<file path="src/core/pioc_params.svh">
// Register offsets, field positions and reset values of the parallel port block
`ifndef PIOC_PARAMS_SVH
`define PIOC_PARAMS_SVH
`define PIOC_ADDR_C_DATA   8'h62
`define PIOC_ADDR_D_DATA   8'h63
`define PIOC_ADDR_E_DATA   8'h64
`define PIOC_ADDR_F_DATA   8'h65
`define PIOC_ADDR_G_DATA   8'h66
`define PIOC_ADDR_C_DIR    8'h72
`define PIOC_ADDR_D_DIR    8'h73
`define PIOC_ADDR_E_DIR    8'h74
`define PIOC_ADDR_F_DIR    8'h75
`define PIOC_DIR_RESET     8'h00
`define PIOC_ALL_ONES      8'hFF
`define PIOC_UNMAPPED      8'hFF
`define PIOC_E_LOW_MASK    8'h0F
`define PIOC_G_MASK        8'h3F
`define PIOC_NUM_PORTS     4
`define PIOC_PORT_C        2'h0
`define PIOC_PORT_D        2'h1
`define PIOC_PORT_E        2'h2
`define PIOC_PORT_F        2'h3
`endif

</file>
<file path="src/core/pioc_pkg.sv">
// Types shared by the parallel port block
package pioc_pkg;
	typedef enum logic [1:0] {
		PIOC_MODE_SINGLE = 2'b00,
		PIOC_MODE_EXP1   = 2'b01,
		PIOC_MODE_EXP2   = 2'b10,
		PIOC_MODE_PROM   = 2'b11
	} pioc_mode_t;

	typedef struct packed {
		logic [7:0] c;
		logic [7:0] d;
		logic [7:0] e;
		logic [7:0] f;
	} pioc_bytes_t;

	typedef struct packed {
		logic [7:0] addr;
		logic       rd;
		logic       wr;
		logic [7:0] wdata;
	} pioc_bus_t;

	typedef struct packed {
		logic [15:0] addr;
		logic [3:0]  ctrl_out;
		logic [3:0]  ctrl_oe;
		logic [7:0]  data_out;
		logic        data_oe;
	} pioc_membus_t;
endpackage

</file>
<file path="src/core/pioc_latch_mem.sv">
// Output latch storage for four ports, no reset, read straight from the storage register
`timescale 1ns/1ps
`default_nettype none
`include "pioc_params.svh"
module pioc_latch_mem
	import pioc_pkg::*;
(
	input  wire logic        sys_clk,
	input  wire logic        wr_en,
	input  wire logic [1:0]  wr_port,
	input  wire logic [7:0]  wr_data,
	output var  pioc_bytes_t latch_q
);
	pioc_bytes_t mem_reg;
	pioc_bytes_t mem_next;

	// Latches have no reset, contents survive a system reset
	always_comb begin
		mem_next = mem_reg;
		if (wr_en) begin
			case (wr_port)
				`PIOC_PORT_C: mem_next.c = wr_data;
				`PIOC_PORT_D: mem_next.d = wr_data;
				`PIOC_PORT_E: mem_next.e = wr_data;
				default:      mem_next.f = wr_data;
			endcase
		end
	end

	always_ff @(posedge sys_clk) begin
		mem_reg <= mem_next;
	end

	assign latch_q = mem_reg;
endmodule
`default_nettype wire

</file>
<file path="src/core/pioc_ports.sv">
// Parallel ports C to G: direction, latches, expanded mode pin takeover
// Functional notes
// - Direction bit 1 drives pin, 0 inputs
// - Port D output bits read as one
// - Mode 1 port D is address, direction ignored
// - Mode 2 port D address where direction set
// - Expanded modes read D, E, F as ones
// - Mode 1 port E low latch, high bus control
// - Mode 2 E high control, low latch if set
// - Expanded modes port F is data bus
// - Port G six input bits, read latch
// - Reset clears all direction bits
// - Output latches keep contents over reset
// - Expanded modes port C is address bus
`timescale 1ns/1ps
`default_nettype none
`include "pioc_params.svh"
module pioc_ports
	import pioc_pkg::*;
(
	input  wire logic         sys_clk,
	input  wire logic         rst_n,
	input  wire pioc_mode_t   mode,
	input  wire pioc_bus_t    bus,
	output var  logic [7:0]   rdata,
	input  wire pioc_membus_t membus,
	output var  logic [7:0]   membus_data_in,
	input  wire pioc_bytes_t  pin_in,
	output var  pioc_bytes_t  pin_out,
	output var  pioc_bytes_t  pin_oe,
	input  wire logic [5:0]   port_g_in
);
	typedef struct packed {
		pioc_bytes_t dir;
		pioc_bytes_t in_lat;
		logic [5:0]  g_lat;
		logic [7:0]  rdata;
	} pioc_state_t;

	pioc_state_t st_reg;
	pioc_state_t st_next;
	pioc_bytes_t out_lat;
	logic        lat_wr;
	logic [1:0]  lat_port;
	logic [2:0]  bus_port;
	logic        expanded;

	// Maps a data address onto a port index; used for latch writes only
	function automatic logic [2:0] data_port(input logic [7:0] a);
		case (a)
			`PIOC_ADDR_C_DATA: data_port = {1'b1, `PIOC_PORT_C};
			`PIOC_ADDR_D_DATA: data_port = {1'b1, `PIOC_PORT_D};
			`PIOC_ADDR_E_DATA: data_port = {1'b1, `PIOC_PORT_E};
			`PIOC_ADDR_F_DATA: data_port = {1'b1, `PIOC_PORT_F};
			default:           data_port = 3'h0;
		endcase
	endfunction

	assign expanded = (mode == PIOC_MODE_EXP1) || (mode == PIOC_MODE_EXP2);
	// Select on a function result is not legal, so decode once into a net
	assign bus_port = data_port(bus.addr);
	assign lat_wr   = bus.wr && bus_port[2];
	assign lat_port = bus_port[1:0];

	pioc_latch_mem u_latch (
		.sys_clk (sys_clk),
		.wr_en   (lat_wr),
		.wr_port (lat_port),
		.wr_data (bus.wdata),
		.latch_q (out_lat)
	);

	// Pin drive; data reads use sampled pins, but D and low E output bits read one, high E and F ones the latch; membus_data_in takes pin_in.f combinationally
	always_comb begin
		pin_out = out_lat;
		pin_oe  = st_reg.dir;
		membus_data_in = pin_in.f;
		if (expanded) begin
			pin_out.c = membus.addr[7:0];
			pin_oe.c  = `PIOC_ALL_ONES;
			pin_out.d = membus.addr[15:8];
			pin_out.e = {membus.ctrl_out, out_lat.e[3:0]};
			pin_oe.e[7:4] = membus.ctrl_oe;
			pin_out.f = membus.data_out;
			pin_oe.f  = {8{membus.data_oe}};
			if (mode == PIOC_MODE_EXP1) begin
				pin_oe.d = `PIOC_ALL_ONES;
				pin_out.e[3:0] = out_lat.e[3:0];
				pin_oe.e[3:0]  = 4'hF;
			end else begin
				pin_oe.d = st_reg.dir.d;
				pin_oe.e[3:0] = st_reg.dir.e[3:0];
			end
		end
	end

	always_comb begin
		st_next = st_reg;
		st_next.in_lat = pin_in;
		st_next.g_lat  = port_g_in;
		if (bus.wr) begin
			case (bus.addr)
				`PIOC_ADDR_C_DIR: st_next.dir.c = bus.wdata;
				`PIOC_ADDR_D_DIR: st_next.dir.d = bus.wdata;
				`PIOC_ADDR_E_DIR: st_next.dir.e = bus.wdata;
				`PIOC_ADDR_F_DIR: st_next.dir.f = bus.wdata;
				default: ;
			endcase
		end
		if (bus.rd) begin
			case (bus.addr)
				`PIOC_ADDR_C_DATA: st_next.rdata = expanded ? `PIOC_ALL_ONES : st_reg.in_lat.c;
				`PIOC_ADDR_D_DATA: st_next.rdata = expanded ? `PIOC_ALL_ONES : (st_reg.in_lat.d | st_reg.dir.d);
				`PIOC_ADDR_E_DATA: st_next.rdata = expanded ? `PIOC_ALL_ONES :
					(((st_reg.in_lat.e & ~st_reg.dir.e) | (out_lat.e & st_reg.dir.e)) |
					(st_reg.dir.e & `PIOC_E_LOW_MASK));
				`PIOC_ADDR_F_DATA: st_next.rdata = expanded ? `PIOC_ALL_ONES :
					((st_reg.in_lat.f & ~st_reg.dir.f) | (out_lat.f & st_reg.dir.f));
				`PIOC_ADDR_G_DATA: st_next.rdata = {2'b00, st_reg.g_lat};
				`PIOC_ADDR_C_DIR:  st_next.rdata = st_reg.dir.c;
				`PIOC_ADDR_D_DIR:  st_next.rdata = st_reg.dir.d;
				`PIOC_ADDR_E_DIR:  st_next.rdata = st_reg.dir.e;
				`PIOC_ADDR_F_DIR:  st_next.rdata = st_reg.dir.f;
				default:           st_next.rdata = `PIOC_UNMAPPED;
			endcase
		end
	end

	always_ff @(posedge sys_clk or negedge rst_n) begin
		if (!rst_n) begin
			st_reg.dir    <= {`PIOC_NUM_PORTS{`PIOC_DIR_RESET}};
			st_reg.in_lat <= '0;
			st_reg.g_lat  <= 6'h00;
			st_reg.rdata  <= 8'h00;
		end else begin
			st_reg <= st_next;
		end
	end

	assign rdata = st_reg.rdata;
endmodule
`default_nettype wire

</file>
<file path="config.mk">
export PLATFORM = sky130hd
export DESIGN_NAME = pioc_ports
export DESIGN_NICKNAME = d
export VERILOG_FILES = /design/src/core/pioc_pkg.sv /design/src/core/pioc_latch_mem.sv /design/src/core/pioc_ports.sv
export VERILOG_INCLUDE_DIRS = /design/src /design/src/core
export SDC_FILE = /design/constraint.sdc
export NUM_CORES = 1
export LEC_CHECK = 0
export ABC_AREA = 1
export BUFFER_PORTS_ARGS = -buffer_cell sky130_fd_sc_hd__buf_2
export CORE_MARGIN = 2
export CORE_UTILIZATION = 33
export DETAILED_ROUTE_END_ITERATION = 10
export HOLD_SLACK_MARGIN = 0.02
export SLEW_MARGIN = 20
export SYNTH_ARGS = -nofsm -noshare
export SYNTH_HDL_FRONTEND = slang
export SYNTH_SLANG_ARGS = --single-unit
</file>
<file path="constraint.sdc">
create_clock -name sys_clk -period 2.3 [get_ports sys_clk]
set_input_delay 0.115 -clock sys_clk [delete_from_list [all_inputs] [get_ports sys_clk]]
set_output_delay 0.115 -clock sys_clk [all_outputs]
set_load 0.02 [all_outputs]
</file>
==> results of run 1 <==
area by class of cell:
class / instances / area [µm²]
Timing Repair Buffer: 222 / 1350
Clock inverter: 4 / 56.3
Clock buffer: 12 / 269
Multi-Input combinational cell: 441 / 1960
Fill cell: 1620 / 8840
Inverter: 45 / 169
Sequential cell: 110 / 2910
Tap cell: 216 / 270
synthesized netlist by cell type, types with 8 or more instances:
cell type                  number
sky130_fd_sc_hd__buf_4         25
sky130_fd_sc_hd__nor3_1         8
sky130_fd_sc_hd__buf_2          9
sky130_fd_sc_hd__o21ai_0       34
sky130_fd_sc_hd__inv_1         42
sky130_fd_sc_hd__dfrtp_1       78
sky130_fd_sc_hd__nand3_1       64
sky130_fd_sc_hd__nand2_2        8
sky130_fd_sc_hd__a21oi_1       11
sky130_fd_sc_hd__edfxtp_1      32
sky130_fd_sc_hd__nor2_1        94
sky130_fd_sc_hd__nand2_1      202
worst max-delay path by stage:
stage               cells past startpoint    endpoint     from
finish                                  8   pin_oe[0]  mode[0]
floorplan                               7  pin_oe[13]  mode[0]
detailed placement                      8   pin_oe[0]  mode[0]
CTS                                     8   pin_oe[0]  mode[0]
global placement                        8   pin_oe[0]  mode[0]
global route                            8   pin_oe[0]  mode[0]
stage by stage:
| step | hold WS [ns] | util |
|---|---|---|
| after floorplan | -0.181 | - |
| after global placement | 0.189 | 0.396 |
| after detailed placement | 0.190 | 0.396 |
| after CTS | 0.0962 | 0.442 |
| after global routing | 0.112 | 0.442 |
| final | 0.0990 | 0.442 |
cell usage in the layout, fill, tap and decap left out, types with 10 or more instances in the layout:
master                          synthesis  final
sky130_fd_sc_hd__clkbuf_16              0     10
sky130_fd_sc_hd__buf_4                 25     11
sky130_fd_sc_hd__nand3_1               64     64
sky130_fd_sc_hd__o21ai_0               34     34
sky130_fd_sc_hd__edfxtp_1              32     32
sky130_fd_sc_hd__nand2_1              202    202
sky130_fd_sc_hd__inv_1                 42     41
sky130_fd_sc_hd__buf_2                  9    171
sky130_fd_sc_hd__a21oi_1               11     11
sky130_fd_sc_hd__nor2_1                94     94
sky130_fd_sc_hd__dlygate4sd3_1          0     39
sky130_fd_sc_hd__dfrtp_1               78     78
metal layers:
metal	part of all wire	track usage	vias to the layer above
li1	-	-	2388
met1	0.42	0.236	2195
met2	0.50	0.338	150
met3	0.055	0.0343	27
met4	0.031	0.0894	0
met5	0	0	-
worst min-delay path: stages:
cell and delay (ns):
sky130_fd_sc_hd__buf_2 0.16, sky130_fd_sc_hd__nor2_1 0.10, sky130_fd_sc_hd__nor2_1 0.05
logic make-up after synthesis:
group,Yosys count,synth area share
buffers and inverters,90,0.0872
AOI/OAI and AO/OA,49,0.0459
DFF,110,0.546
adders and majority gates,2,0.00469
and+or+nand+nor,390,0.317
report_power, final:
part           leakage [nW]  switching, W  internal [W]
registers              1.10     0.0000484       0.00209
logic                  2.22      0.000476      0.000255
clock network         0.162      0.000726      0.000957
total                  3.48       0.00125       0.00330
==> impl_metrics.xml, run 1 <==
<?xml version="1.0" encoding="UTF-8"?>
<metrics>
  <group name="timing">
    <metric name="period_utilization" unit="">0.862</metric>
    <metric name="final_max_slew_viol_count" unit="">0</metric>
    <metric name="setup_viol" unit="">0</metric>
    <metric name="rsz_0062_raised_after_global_routing" unit="">false</metric>
    <metric name="finClkSkew" unit="ns">0.00881</metric>
    <metric name="peak_clock_frequency_supported_by_timing" unit="MHz">505</metric>
    <metric name="timing.final.hold_violations" unit="">0</metric>
    <metric name="finalWorstPathRequiredPeriod" unit="ns">1.98</metric>
    <metric name="setup_total_negative_slack" unit="ns">0</metric>
    <metric name="worstMarginPinSlew" unit="ns">0.664</metric>
    <metric name="timing.max_slew.rel_slack" unit="">0.557</metric>
    <metric name="final_critical_path_setup_slack" unit="ns">0.319</metric>
  </group>
  <group name="logic_synthesis">
    <metric name="yosys_most_used_dff" unit="">sky130_fd_sc_hd__dfrtp_1</metric>
    <metric name="yosysWarnings" unit="">0</metric>
    <metric name="synthesis.nets" unit="">736</metric>
    <metric name="syn_area_per_cell" unit="µm²">8.33</metric>
    <metric name="synth_cell_area" unit="µm²">5340</metric>
    <metric name="syn_inst_count" unit="">641</metric>
    <metric name="ys_seq_elements" unit="">110</metric>
    <metric name="synthDominantCellAreaShare" unit="">0.366</metric>
    <metric name="synth_seq_area_share" unit="">0.546</metric>
    <metric name="count_of_cell_types_in_the_netlist" unit="">23</metric>
    <metric name="synth_edf_count" unit="">32</metric>
    <metric name="synth_top_area_cell" unit="">sky130_fd_sc_hd__dfrtp_1</metric>
    <metric name="async_flop_share" unit="">0.709</metric>
    <metric name="synth.top_cells.by_area" unit="">sky130_fd_sc_hd__dfrtp_1 37%, sky130_fd_sc_hd__edfxtp_1 18%, sky130_fd_sc_hd__nand2_1 14%</metric>
  </group>
  <group name="detailed_routing">
    <metric name="initial_drt_markers" unit="">265</metric>
    <metric name="detail-route-antenna-nets" unit="">0</metric>
    <metric name="drt-pass1-iter-count" unit="">4</metric>
    <metric name="drc_viols" unit="">0</metric>
    <metric name="via_count" unit="">4760</metric>
    <metric name="postRouteWirelength" unit="µm">16500</metric>
    <metric name="routedWlPerCell" unit="µm">15.7</metric>
    <metric name="vias_per_cell" unit="">4.53</metric>
  </group>
  <group name="grt">
    <metric name="grt_pass1_wl" unit="µm">25800</metric>
    <metric name="grt_start_max_net_pins" unit="">60</metric>
    <metric name="global_route.overflow_total" unit="">0</metric>
    <metric name="via_count_of_the_first_global_routing_pass" unit="">4968</metric>
    <metric name="antenna_found_initial" unit="">0</metric>
    <metric name="gr-usage-all-layers" unit="">0.195</metric>
  </group>
  <group name="pwr">
    <metric name="fin_total_pwr" unit="W">0.00455</metric>
    <metric name="max-vdd-ir-drop" unit="mV">0.382</metric>
    <metric name="leakagePower" unit="nW">3.48</metric>
    <metric name="power_per_cell_area" unit="nW/µm²">652</metric>
  </group>
  <group name="clock_network">
    <metric name="cts_post_setup_buffers_inserted" unit="">0</metric>
    <metric name="tritoncts_clock_tree" unit="">yes</metric>
    <metric name="postCtsResizedCells" unit="">0</metric>
    <metric name="ctsHtreeMaxLevel" unit="">3</metric>
    <metric name="number_of_buffers_inserted_for_hold_repair_after_clock_tree_synthesis" unit="">39</metric>
    <metric name="worst_skew_pair.late_latency" unit="ns">0.36</metric>
    <metric name="clockBufferDepth" unit="">2</metric>
    <metric name="numCtsBuffers" unit="">9</metric>
    <metric name="clock-sinks" unit="">110</metric>
    <metric name="cts.root.buffer_cell" unit="">sky130_fd_sc_hd__clkbuf_16</metric>
    <metric name="clk_pin_slew" unit="ns">0.07</metric>
  </group>
  <group name="floorplan">
    <metric name="std_cell_rows" unit="">46</metric>
    <metric name="die_y" unit="µm">131</metric>
    <metric name="placeable_core_area" unit="µm²">15800</metric>
    <metric name="ioPinCount" unit="">173</metric>
    <metric name="design.die.area" unit="µm²">17200</metric>
    <metric name="die_x" unit="µm">131</metric>
    <metric name="starting_density_of_the_core" unit="">0.337</metric>
  </group>
  <group name="placement">
    <metric name="place.port_buffers" unit="">172</metric>
    <metric name="dp.final_hpwl" unit="µm">11700</metric>
    <metric name="place.detailed.instances" unit="">995</metric>
    <metric name="last_weighted_congestion_value_of_the_routability_driven_placer" unit="">0.869</metric>
    <metric name="placedInstanceArea" unit="µm²">6270</metric>
    <metric name="preCtsSetupSlack" unit="ns">0.336</metric>
  </group>
  <group name="setup_path">
    <metric name="critPathLaunchType" unit="">input port</metric>
    <metric name="r2r_cells" unit="">9</metric>
    <metric name="rrSetupSlack" unit="ns">0.96</metric>
    <metric name="timing.critical_path.fanout_max" unit="">59</metric>
    <metric name="timing.critical_path.cells" unit="">buf_2, inv_1, ha_2, clkinv_1, buf_4, nand2_1, o21ai_0, buf_2</metric>
    <metric name="critical_path.slowest_cell" unit="">sky130_fd_sc_hd__buf_4</metric>
    <metric name="setup.worst_path.class" unit="">in2out</metric>
    <metric name="critPathArrivalTime" unit="ns">1.87</metric>
    <metric name="rr_startpoint" unit="">st_reg[53]</metric>
    <metric name="worst_path_most_repeated_cell" unit="">sky130_fd_sc_hd__buf_2</metric>
    <metric name="top_cell_family_by_delay_on_the_critical_path" unit="">buffers and inverters</metric>
    <metric name="worstReg2RegEnd" unit="">rdata[7]</metric>
    <metric name="cp_slowest_stage_delay" unit="ns">0.47</metric>
    <metric name="setup.worst_path.end_class" unit="">output port</metric>
    <metric name="worstPathBufferInverterCount" unit="">5</metric>
    <metric name="worst-endpoint-required" unit="ns">2.18</metric>
  </group>
  <group name="finish">
    <metric name="layout-area-overhead-vs-synth" unit="%">30.9</metric>
    <metric name="flip_flop_count_of_the_largest_register_all_copies_and_words_added" unit="">70</metric>
    <metric name="finalNetCount" unit="">924</metric>
    <metric name="fin_area" unit="µm²">6990</metric>
    <metric name="diodes" unit="">0</metric>
    <metric name="proportion_of_layout_cells_with_a_drive_suffix_above_1" unit="">0.270</metric>
    <metric name="finalNonFillerCells" unit="">1050</metric>
  </group>
  <group name="min_path">
    <metric name="hold_path.startpoint" unit="">bus[9]</metric>
    <metric name="worst_hold_path.num_cells" unit="">3</metric>
    <metric name="hold_class" unit="">in2reg</metric>
    <metric name="timing.hold.worst_endpoint" unit="">rdata[6]</metric>
  </group>
  <group name="flow_run">
    <metric name="max-cap-violations" unit="">0</metric>
  </group>
  <group name="outcome">
    <metric name="run_status" unit="">finished, final reports clean</metric>
  </group>
</metrics>
(Power assumes the default switching activity.)
==> run 2: changes to the inputs <==
Settings changed: GPL_ROUTABILITY_DRIVEN set to 0, RECOVER_POWER set to 25.
==> run 2 against run 1 <==
  * Clock power is essentially flat
  * Global-route usage is the same
  * Sequential power is essentially flat
==> impl_metrics.xml, run 2 (synthesized netlist as in run 1, its figures left out) <==
<?xml version="1.0" encoding="UTF-8"?>
<metrics>
  <group name="timing">
    <metric name="timing.max_slew.rel_slack" unit="">0.136</metric>
    <metric name="hold-worst-slack" unit="ns">0.101</metric>
    <metric name="setup_viol" unit="">0</metric>
    <metric name="final_max_slew_viol_count" unit="">0</metric>
    <metric name="finClkSkew" unit="ns">0.00877</metric>
    <metric name="timing.final.hold_violations" unit="">0</metric>
    <metric name="peak_clock_frequency_supported_by_timing" unit="MHz">507</metric>
    <metric name="rsz_0062_raised_after_global_routing" unit="">false</metric>
    <metric name="period_utilization" unit="">0.858</metric>
    <metric name="finalWorstPathRequiredPeriod" unit="ns">1.97</metric>
    <metric name="worstMarginPinSlew" unit="ns">1.30</metric>
    <metric name="setup_total_negative_slack" unit="ns">0</metric>
  </group>
  <group name="setup_path">
    <metric name="setup.worst_path.class" unit="">in2out</metric>
    <metric name="critical_path.slowest_cell" unit="">sky130_fd_sc_hd__buf_4</metric>
    <metric name="top_cell_family_by_delay_on_the_critical_path" unit="">buffers and inverters</metric>
    <metric name="worstPathBufferInverterCount" unit="">5</metric>
    <metric name="worst-endpoint-required" unit="ns">2.18</metric>
    <metric name="worst_path_most_repeated_cell" unit="">sky130_fd_sc_hd__buf_2</metric>
    <metric name="worstReg2RegEnd" unit="">rdata[7]</metric>
    <metric name="critPathLaunchType" unit="">input port</metric>
    <metric name="rr_startpoint" unit="">st_reg[53]</metric>
    <metric name="timing.critical_path.cells" unit="">buf_2, inv_1, ha_2, clkinv_1, buf_4, nand2_1, o21ai_0, buf_2</metric>
    <metric name="cp_slowest_stage_delay" unit="ns">0.47</metric>
    <metric name="critPathArrivalTime" unit="ns">1.86</metric>
    <metric name="setup.worst_path.end_class" unit="">output port</metric>
    <metric name="timing.critical_path.fanout_max" unit="">59</metric>
    <metric name="r2r_cells" unit="">9</metric>
    <metric name="rrSetupSlack" unit="ns">0.96</metric>
  </group>
  <group name="finish">
    <metric name="proportion_of_layout_cells_with_a_drive_suffix_above_1" unit="">0.249</metric>
    <metric name="final_common_cell" unit="">sky130_fd_sc_hd__nand2_1</metric>
    <metric name="flip_flop_count_of_the_largest_register_all_copies_and_words_added" unit="">70</metric>
    <metric name="finalNetCount" unit="">924</metric>
    <metric name="layout-area-overhead-vs-synth" unit="%">30.5</metric>
    <metric name="diodes" unit="">0</metric>
    <metric name="most_frequent_cells_in_the_layout" unit="">202 x sky130_fd_sc_hd__nand2_1, 154 x sky130_fd_sc_hd__buf_2, 94 x sky130_fd_sc_hd__nor2_1</metric>
  </group>
  <group name="pwr">
    <metric name="leakagePower" unit="nW">3.44</metric>
    <metric name="max-vdd-ir-drop" unit="mV">0.382</metric>
    <metric name="power_per_cell_area" unit="nW/µm²">653</metric>
  </group>
  <group name="clock_network">
    <metric name="numCtsBuffers" unit="">9</metric>
    <metric name="tritoncts_clock_tree" unit="">yes</metric>
    <metric name="ctsHtreeMaxLevel" unit="">3</metric>
    <metric name="postCtsResizedCells" unit="">0</metric>
    <metric name="cts_post_setup_buffers_inserted" unit="">0</metric>
    <metric name="clockBufferDepth" unit="">2</metric>
    <metric name="worst_skew_pair.late_latency" unit="ns">0.36</metric>
    <metric name="cts.root.buffer_cell" unit="">sky130_fd_sc_hd__clkbuf_16</metric>
    <metric name="clk_pin_slew" unit="ns">0.07</metric>
    <metric name="clock-sinks" unit="">110</metric>
  </group>
  <group name="floorplan">
    <metric name="design.die.area" unit="µm²">17200</metric>
    <metric name="starting_density_of_the_core" unit="">0.337</metric>
    <metric name="std_cell_rows" unit="">46</metric>
    <metric name="die_x" unit="µm">131</metric>
    <metric name="die_y" unit="µm">131</metric>
    <metric name="ioPinCount" unit="">173</metric>
    <metric name="placeable_core_area" unit="µm²">15800</metric>
  </group>
  <group name="grt">
    <metric name="antenna_found_initial" unit="">0</metric>
    <metric name="global_route.overflow_total" unit="">0</metric>
    <metric name="grt_start_max_net_pins" unit="">60</metric>
    <metric name="gr-usage-all-layers" unit="">0.195</metric>
    <metric name="via_count_of_the_first_global_routing_pass" unit="">4968</metric>
    <metric name="grt_pass1_wl" unit="µm">25800</metric>
  </group>
  <group name="min_path">
    <metric name="worst_hold_path.num_cells" unit="">3</metric>
    <metric name="timing.hold.worst_endpoint" unit="">rdata[6]</metric>
    <metric name="hold_path.startpoint" unit="">bus[9]</metric>
    <metric name="hold_class" unit="">in2reg</metric>
  </group>
  <group name="outcome">
    <metric name="run_status" unit="">finished, final reports clean</metric>
  </group>
  <group name="detailed_routing">
    <metric name="drc_viols" unit="">0</metric>
    <metric name="via_count" unit="">4758</metric>
    <metric name="vias_per_cell" unit="">4.53</metric>
    <metric name="drt-pass1-iter-count" unit="">4</metric>
    <metric name="postRouteWirelength" unit="µm">16400</metric>
    <metric name="routedWlPerCell" unit="µm">15.6</metric>
    <metric name="detail-route-antenna-nets" unit="">0</metric>
    <metric name="initial_drt_markers" unit="">254</metric>
  </group>
  <group name="flow_run">
    <metric name="max-cap-violations" unit="">0</metric>
  </group>
  <group name="placement">
    <metric name="place.port_buffers" unit="">172</metric>
    <metric name="dp.final_hpwl" unit="µm">11700</metric>
  </group>
</metrics>
==> run 2: cell count changes in the layout (fill, tap and decap cells not counted), sizes merged <==
cell and change:
clkbuf +18, buf -18
==> run 2: final cells by class <==
class | instances | area, µm²
clock inverters | 4 | 56.3
inverters | 45 | 169
multi-input cells | 441 | 1960
repair buffers | 222 | 1330
fillers | 1632 | 8860
clock buffers | 12 | 269
well taps | 216 | 270
flip-flops and latches | 110 | 2910
==> run 2: metal layers <==
| layer | wire length [µm] | up-vias | global-route usage |
|---|---|---|---|
| li1 | - | 2390 | - |
| met1 | 6780 | 2199 | 0.236 |
| met2 | 8210 | 142 | 0.338 |
| met3 | 900 | 27 | 0.0343 |
| met4 | 503 | 0 | 0.0894 |
| met5 | 0 | - | 0 |
==> run 2: power by group <==
part	internal, W	switching (W)
clock	0.000957	0.000725
combinational	0.000250	0.000475
sequential	0.00209	0.0000484
==> run 2: worst max path at each step <==
stage	startpoint	cells after the start	slack [ns]	to
2_1_floorplan	mode[0]	7	0.70	pin_oe[13]
3_3_place_gp	mode[0]	8	0.32	pin_oe[0]
3_5_place_dp	mode[0]	8	0.34	pin_oe[0]
4_1_cts	mode[0]	8	0.33	pin_oe[0]
5_1_grt	mode[0]	8	0.14	pin_oe[0]
6_report	mode[0]	8	0.33	pin_oe[0]
==> run 2: worst register-to-register path: stages, from the launching register on <==
cell and delay (ns):
sky130_fd_sc_hd__dfrtp_1 0.38, sky130_fd_sc_hd__inv_1 0.11, sky130_fd_sc_hd__nand2_1 0.08, sky130_fd_sc_hd__nand2_1 0.05, sky130_fd_sc_hd__a21oi_1 0.19, sky130_fd_sc_hd__nor2_1 0.06
sky130_fd_sc_hd__nor2_1 0.12, sky130_fd_sc_hd__nand3_1 0.08, sky130_fd_sc_hd__nor2_1 0.13, sky130_fd_sc_hd__nor2_1 0.05
==> run 2: through the flow <==
| step | cells | power [W] | util | instance area, µm² | worst slack, ns |
|---|---|---|---|---|---|
| global placement | 995 | 0.00286 | 0.396 | 6270 | 0.319 |
| floorplan | 641 | 0.00257 | - | 5340 | 0.699 |
| CTS | 1050 | 0.00459 | 0.442 | 6990 | 0.325 |
| detailed placement | 995 | 0.00287 | 0.396 | 6270 | 0.336 |
| global route | 1050 | 0.00473 | 0.440 | 6970 | 0.143 |
| finish | 1050 | 0.00455 | 0.440 | 6970 | 0.326 |
==> run 2: what timing repair did <==
action / CTS / global route
hold buffers: 39 / 0
setup endpoints to repair: 0 / 0
hold endpoints to repair: 87 / 0
==> run 3: changes to the inputs <==
Settings changed: CTS_BUF_LIST set to sky130_fd_sc_hd__clkbuf_4 sky130_fd_sc_hd__clkbuf_8, PLACE_DENSITY set to 0.62.
==> run 3 against run 2 <==
  * Core utilization shrank 0.80 points
  * Sequential share of layout area grew 0.77 points
  * Clock power shrank 30%
  * Combinational power grew 0.7%
  * Register-to-register slack gained 0.08 ns
  * Global-route usage shrank 0.17 points
  * Critical path depth is the same
==> impl_metrics.xml, run 3 (synthesized netlist as in run 1, its figures left out) <==
<?xml version="1.0" encoding="UTF-8"?>
<metrics>
  <group name="finish">
    <metric name="sequential_cell_area" unit="µm²">2910</metric>
    <metric name="most_frequent_cells_in_the_layout" unit="">202 x sky130_fd_sc_hd__nand2_1, 155 x sky130_fd_sc_hd__buf_2, 94 x sky130_fd_sc_hd__nor2_1</metric>
    <metric name="fin_area" unit="µm²">6840</metric>
    <metric name="multi_input_logic_area" unit="µm²">1970</metric>
    <metric name="proportion_of_layout_cells_with_a_drive_suffix_above_1" unit="">0.249</metric>
    <metric name="fillers" unit="">1632</metric>
    <metric name="layout-area-overhead-vs-synth" unit="%">28.1</metric>
    <metric name="flip_flop_count_of_the_largest_register_all_copies_and_words_added" unit="">70</metric>
    <metric name="diodes" unit="">0</metric>
    <metric name="final_common_cell" unit="">sky130_fd_sc_hd__nand2_1</metric>
    <metric name="finalNetCount" unit="">924</metric>
  </group>
  <group name="detailed_routing">
    <metric name="detail-route-antenna-nets" unit="">0</metric>
    <metric name="postRouteWirelength" unit="µm">16500</metric>
    <metric name="drt-pass1-iter-count" unit="">5</metric>
    <metric name="initial_drt_markers" unit="">394</metric>
    <metric name="via_count" unit="">4831</metric>
    <metric name="vias_per_cell" unit="">4.60</metric>
    <metric name="routedWlPerCell" unit="µm">15.7</metric>
    <metric name="drc_viols" unit="">0</metric>
  </group>
  <group name="floorplan">
    <metric name="ioPinCount" unit="">173</metric>
    <metric name="std_cell_rows" unit="">46</metric>
    <metric name="die_x" unit="µm">131</metric>
    <metric name="placeable_core_area" unit="µm²">15800</metric>
    <metric name="design.die.area" unit="µm²">17200</metric>
    <metric name="starting_density_of_the_core" unit="">0.337</metric>
    <metric name="die_y" unit="µm">131</metric>
  </group>
  <group name="timing">
    <metric name="worstMarginPinSlew" unit="ns">1.18</metric>
    <metric name="finClkSkew" unit="ns">0.0131</metric>
    <metric name="timing.final.hold_violations" unit="">0</metric>
    <metric name="rsz_0062_raised_after_global_routing" unit="">false</metric>
    <metric name="final_max_slew_viol_count" unit="">0</metric>
    <metric name="final_critical_path_setup_slack" unit="ns">0.337</metric>
    <metric name="finalWorstPathRequiredPeriod" unit="ns">1.96</metric>
    <metric name="setup_total_negative_slack" unit="ns">0</metric>
    <metric name="setup_viol" unit="">0</metric>
    <metric name="period_utilization" unit="">0.854</metric>
    <metric name="timing.max_slew.rel_slack" unit="">0.214</metric>
    <metric name="peak_clock_frequency_supported_by_timing" unit="MHz">509</metric>
  </group>
  <group name="min_path">
    <metric name="worst_hold_path.num_cells" unit="">3</metric>
    <metric name="hold_class" unit="">in2reg</metric>
  </group>
  <group name="setup_path">
    <metric name="setup.worst_path.end_class" unit="">output port</metric>
    <metric name="worstPathBufferInverterCount" unit="">5</metric>
    <metric name="worst_path_most_repeated_cell" unit="">sky130_fd_sc_hd__buf_2</metric>
    <metric name="critical_path.startpoint" unit="">mode[0]</metric>
    <metric name="setup.worst_path.class" unit="">in2out</metric>
    <metric name="worstSetupEndpoint" unit="">pin_oe[0]</metric>
    <metric name="rrSetupSlack" unit="ns">1.04</metric>
    <metric name="cp_slowest_stage_delay" unit="ns">0.48</metric>
    <metric name="critical_path_cell_count" unit="">8</metric>
    <metric name="timing.critical_path.fanout_max" unit="">59</metric>
    <metric name="critical_path.slowest_cell" unit="">sky130_fd_sc_hd__buf_4</metric>
    <metric name="top_cell_family_by_delay_on_the_critical_path" unit="">buffers and inverters</metric>
    <metric name="worst-endpoint-required" unit="ns">2.18</metric>
    <metric name="critPathArrivalTime" unit="ns">1.85</metric>
    <metric name="worstReg2RegEnd" unit="">rdata[4]</metric>
    <metric name="timing.critical_path.cells" unit="">buf_2, inv_1, ha_2, clkinv_1, buf_4, nand2_1, o21ai_0, buf_2</metric>
    <metric name="rr_startpoint" unit="">st_reg[50]</metric>
    <metric name="r2r_cells" unit="">9</metric>
    <metric name="critPathLaunchType" unit="">input port</metric>
  </group>
  <group name="placement">
    <metric name="dp.final_hpwl" unit="µm">12000</metric>
    <metric name="preCtsSetupSlack" unit="ns">0.304</metric>
    <metric name="placedInstanceArea" unit="µm²">6270</metric>
    <metric name="place.port_buffers" unit="">172</metric>
  </group>
  <group name="clock_network">
    <metric name="ctsHtreeMaxLevel" unit="">3</metric>
    <metric name="cts.root.buffer_cell" unit="">sky130_fd_sc_hd__clkbuf_8</metric>
    <metric name="tritoncts_clock_tree" unit="">yes</metric>
    <metric name="postCtsResizedCells" unit="">0</metric>
    <metric name="clk_pin_slew" unit="ns">0.10</metric>
    <metric name="numCtsBuffers" unit="">9</metric>
    <metric name="worst_skew_pair.late_latency" unit="ns">0.39</metric>
    <metric name="clockBufferDepth" unit="">2</metric>
    <metric name="clock-sinks" unit="">110</metric>
  </group>
  <group name="outcome">
    <metric name="run_status" unit="">finished, final reports clean</metric>
  </group>
  <group name="grt">
    <metric name="grt_start_max_net_pins" unit="">60</metric>
    <metric name="via_count_of_the_first_global_routing_pass" unit="">4595</metric>
    <metric name="antenna_found_initial" unit="">0</metric>
    <metric name="gr-usage-all-layers" unit="">0.193</metric>
    <metric name="grt_pass1_wl" unit="µm">25500</metric>
    <metric name="global_route.overflow_total" unit="">0</metric>
  </group>
  <group name="pwr">
    <metric name="max-vdd-ir-drop" unit="mV">0.278</metric>
    <metric name="power_per_cell_area" unit="nW/µm²">593</metric>
    <metric name="fin_total_pwr" unit="W">0.00405</metric>
    <metric name="leakagePower" unit="nW">3.37</metric>
  </group>
  <group name="flow_run">
    <metric name="max-cap-violations" unit="">0</metric>
  </group>
</metrics>
[run 3: cell count changes in the layout (fill, tap and decap cells not counted), moves of 2 or more]
cell	change
sky130_fd_sc_hd__clkbuf_16	-10
sky130_fd_sc_hd__clkinv_1	+2
sky130_fd_sc_hd__inv_6	-2
sky130_fd_sc_hd__clkbuf_8	+8
sky130_fd_sc_hd__clkinvlp_4	+2
[run 3: cell type report]
class	instances	area share
Tap cell	216	0.0395
Clock buffer	10	0.0192
Timing Repair Buffer	222	0.194
Clock inverter	6	0.00896
Multi-Input combinational cell	441	0.288
Inverter	45	0.0247
Sequential cell	110	0.426
[run 3: tightest hold or removal path, delay by kind of cell]
kind | cells | cell delay, ns
buffers and inverters | 1 | 0.16
AND/OR/NAND/NOR | 2 | 0.15
[run 3: how the worst min path moves through the flow]
stage | slack, ns | end | startpoint
global route | 0.09 | rdata[6] | bus[9]
CTS | 0.08 | rdata[6] | bus[9]
detailed placement | 0.17 | st_reg[35] | rst_n
floorplan | -0.18 | rdata[0] | rst_n
global placement | 0.17 | st_reg[35] | rst_n
finish | 0.08 | rdata[6] | bus[9]
[run 3: power by group]
part,internal [W],total (W),switching [W]
Sequential,0.00209,0.00214,0.0000480
Combinational,0.000250,0.000730,0.000480
Clock,0.000513,0.00118,0.000672
Total,0.00285,0.00405,0.00120
[run 3: metal layers]
metal | part of all wire | vias up | wire, µm | global-route usage
li1 | - | 2381 | - | -
met1 | 0.42 | 2264 | 7020 | 0.246
met2 | 0.50 | 161 | 8320 | 0.335
met3 | 0.047 | 25 | 777 | 0.0328
met4 | 0.024 | 0 | 402 | 0.0616
met5 | 0 | - | 0 | 0
[run 3: per-stage QoR]
step / hold WS, ns / cells / util
after floorplan: -0.181 / 641 / -
after global placement: 0.166 / 995 / 0.396
after detailed placement: 0.168 / 995 / 0.396
after CTS: 0.0753 / 1050 / 0.433
after global routing: 0.0857 / 1050 / 0.432
final: 0.0774 / 1050 / 0.432
[run 3: repair_timing]
item	in CTS	in global routing
hold buffers	39	0
buffers inserted	0	0
hold endpoints to repair	82	0
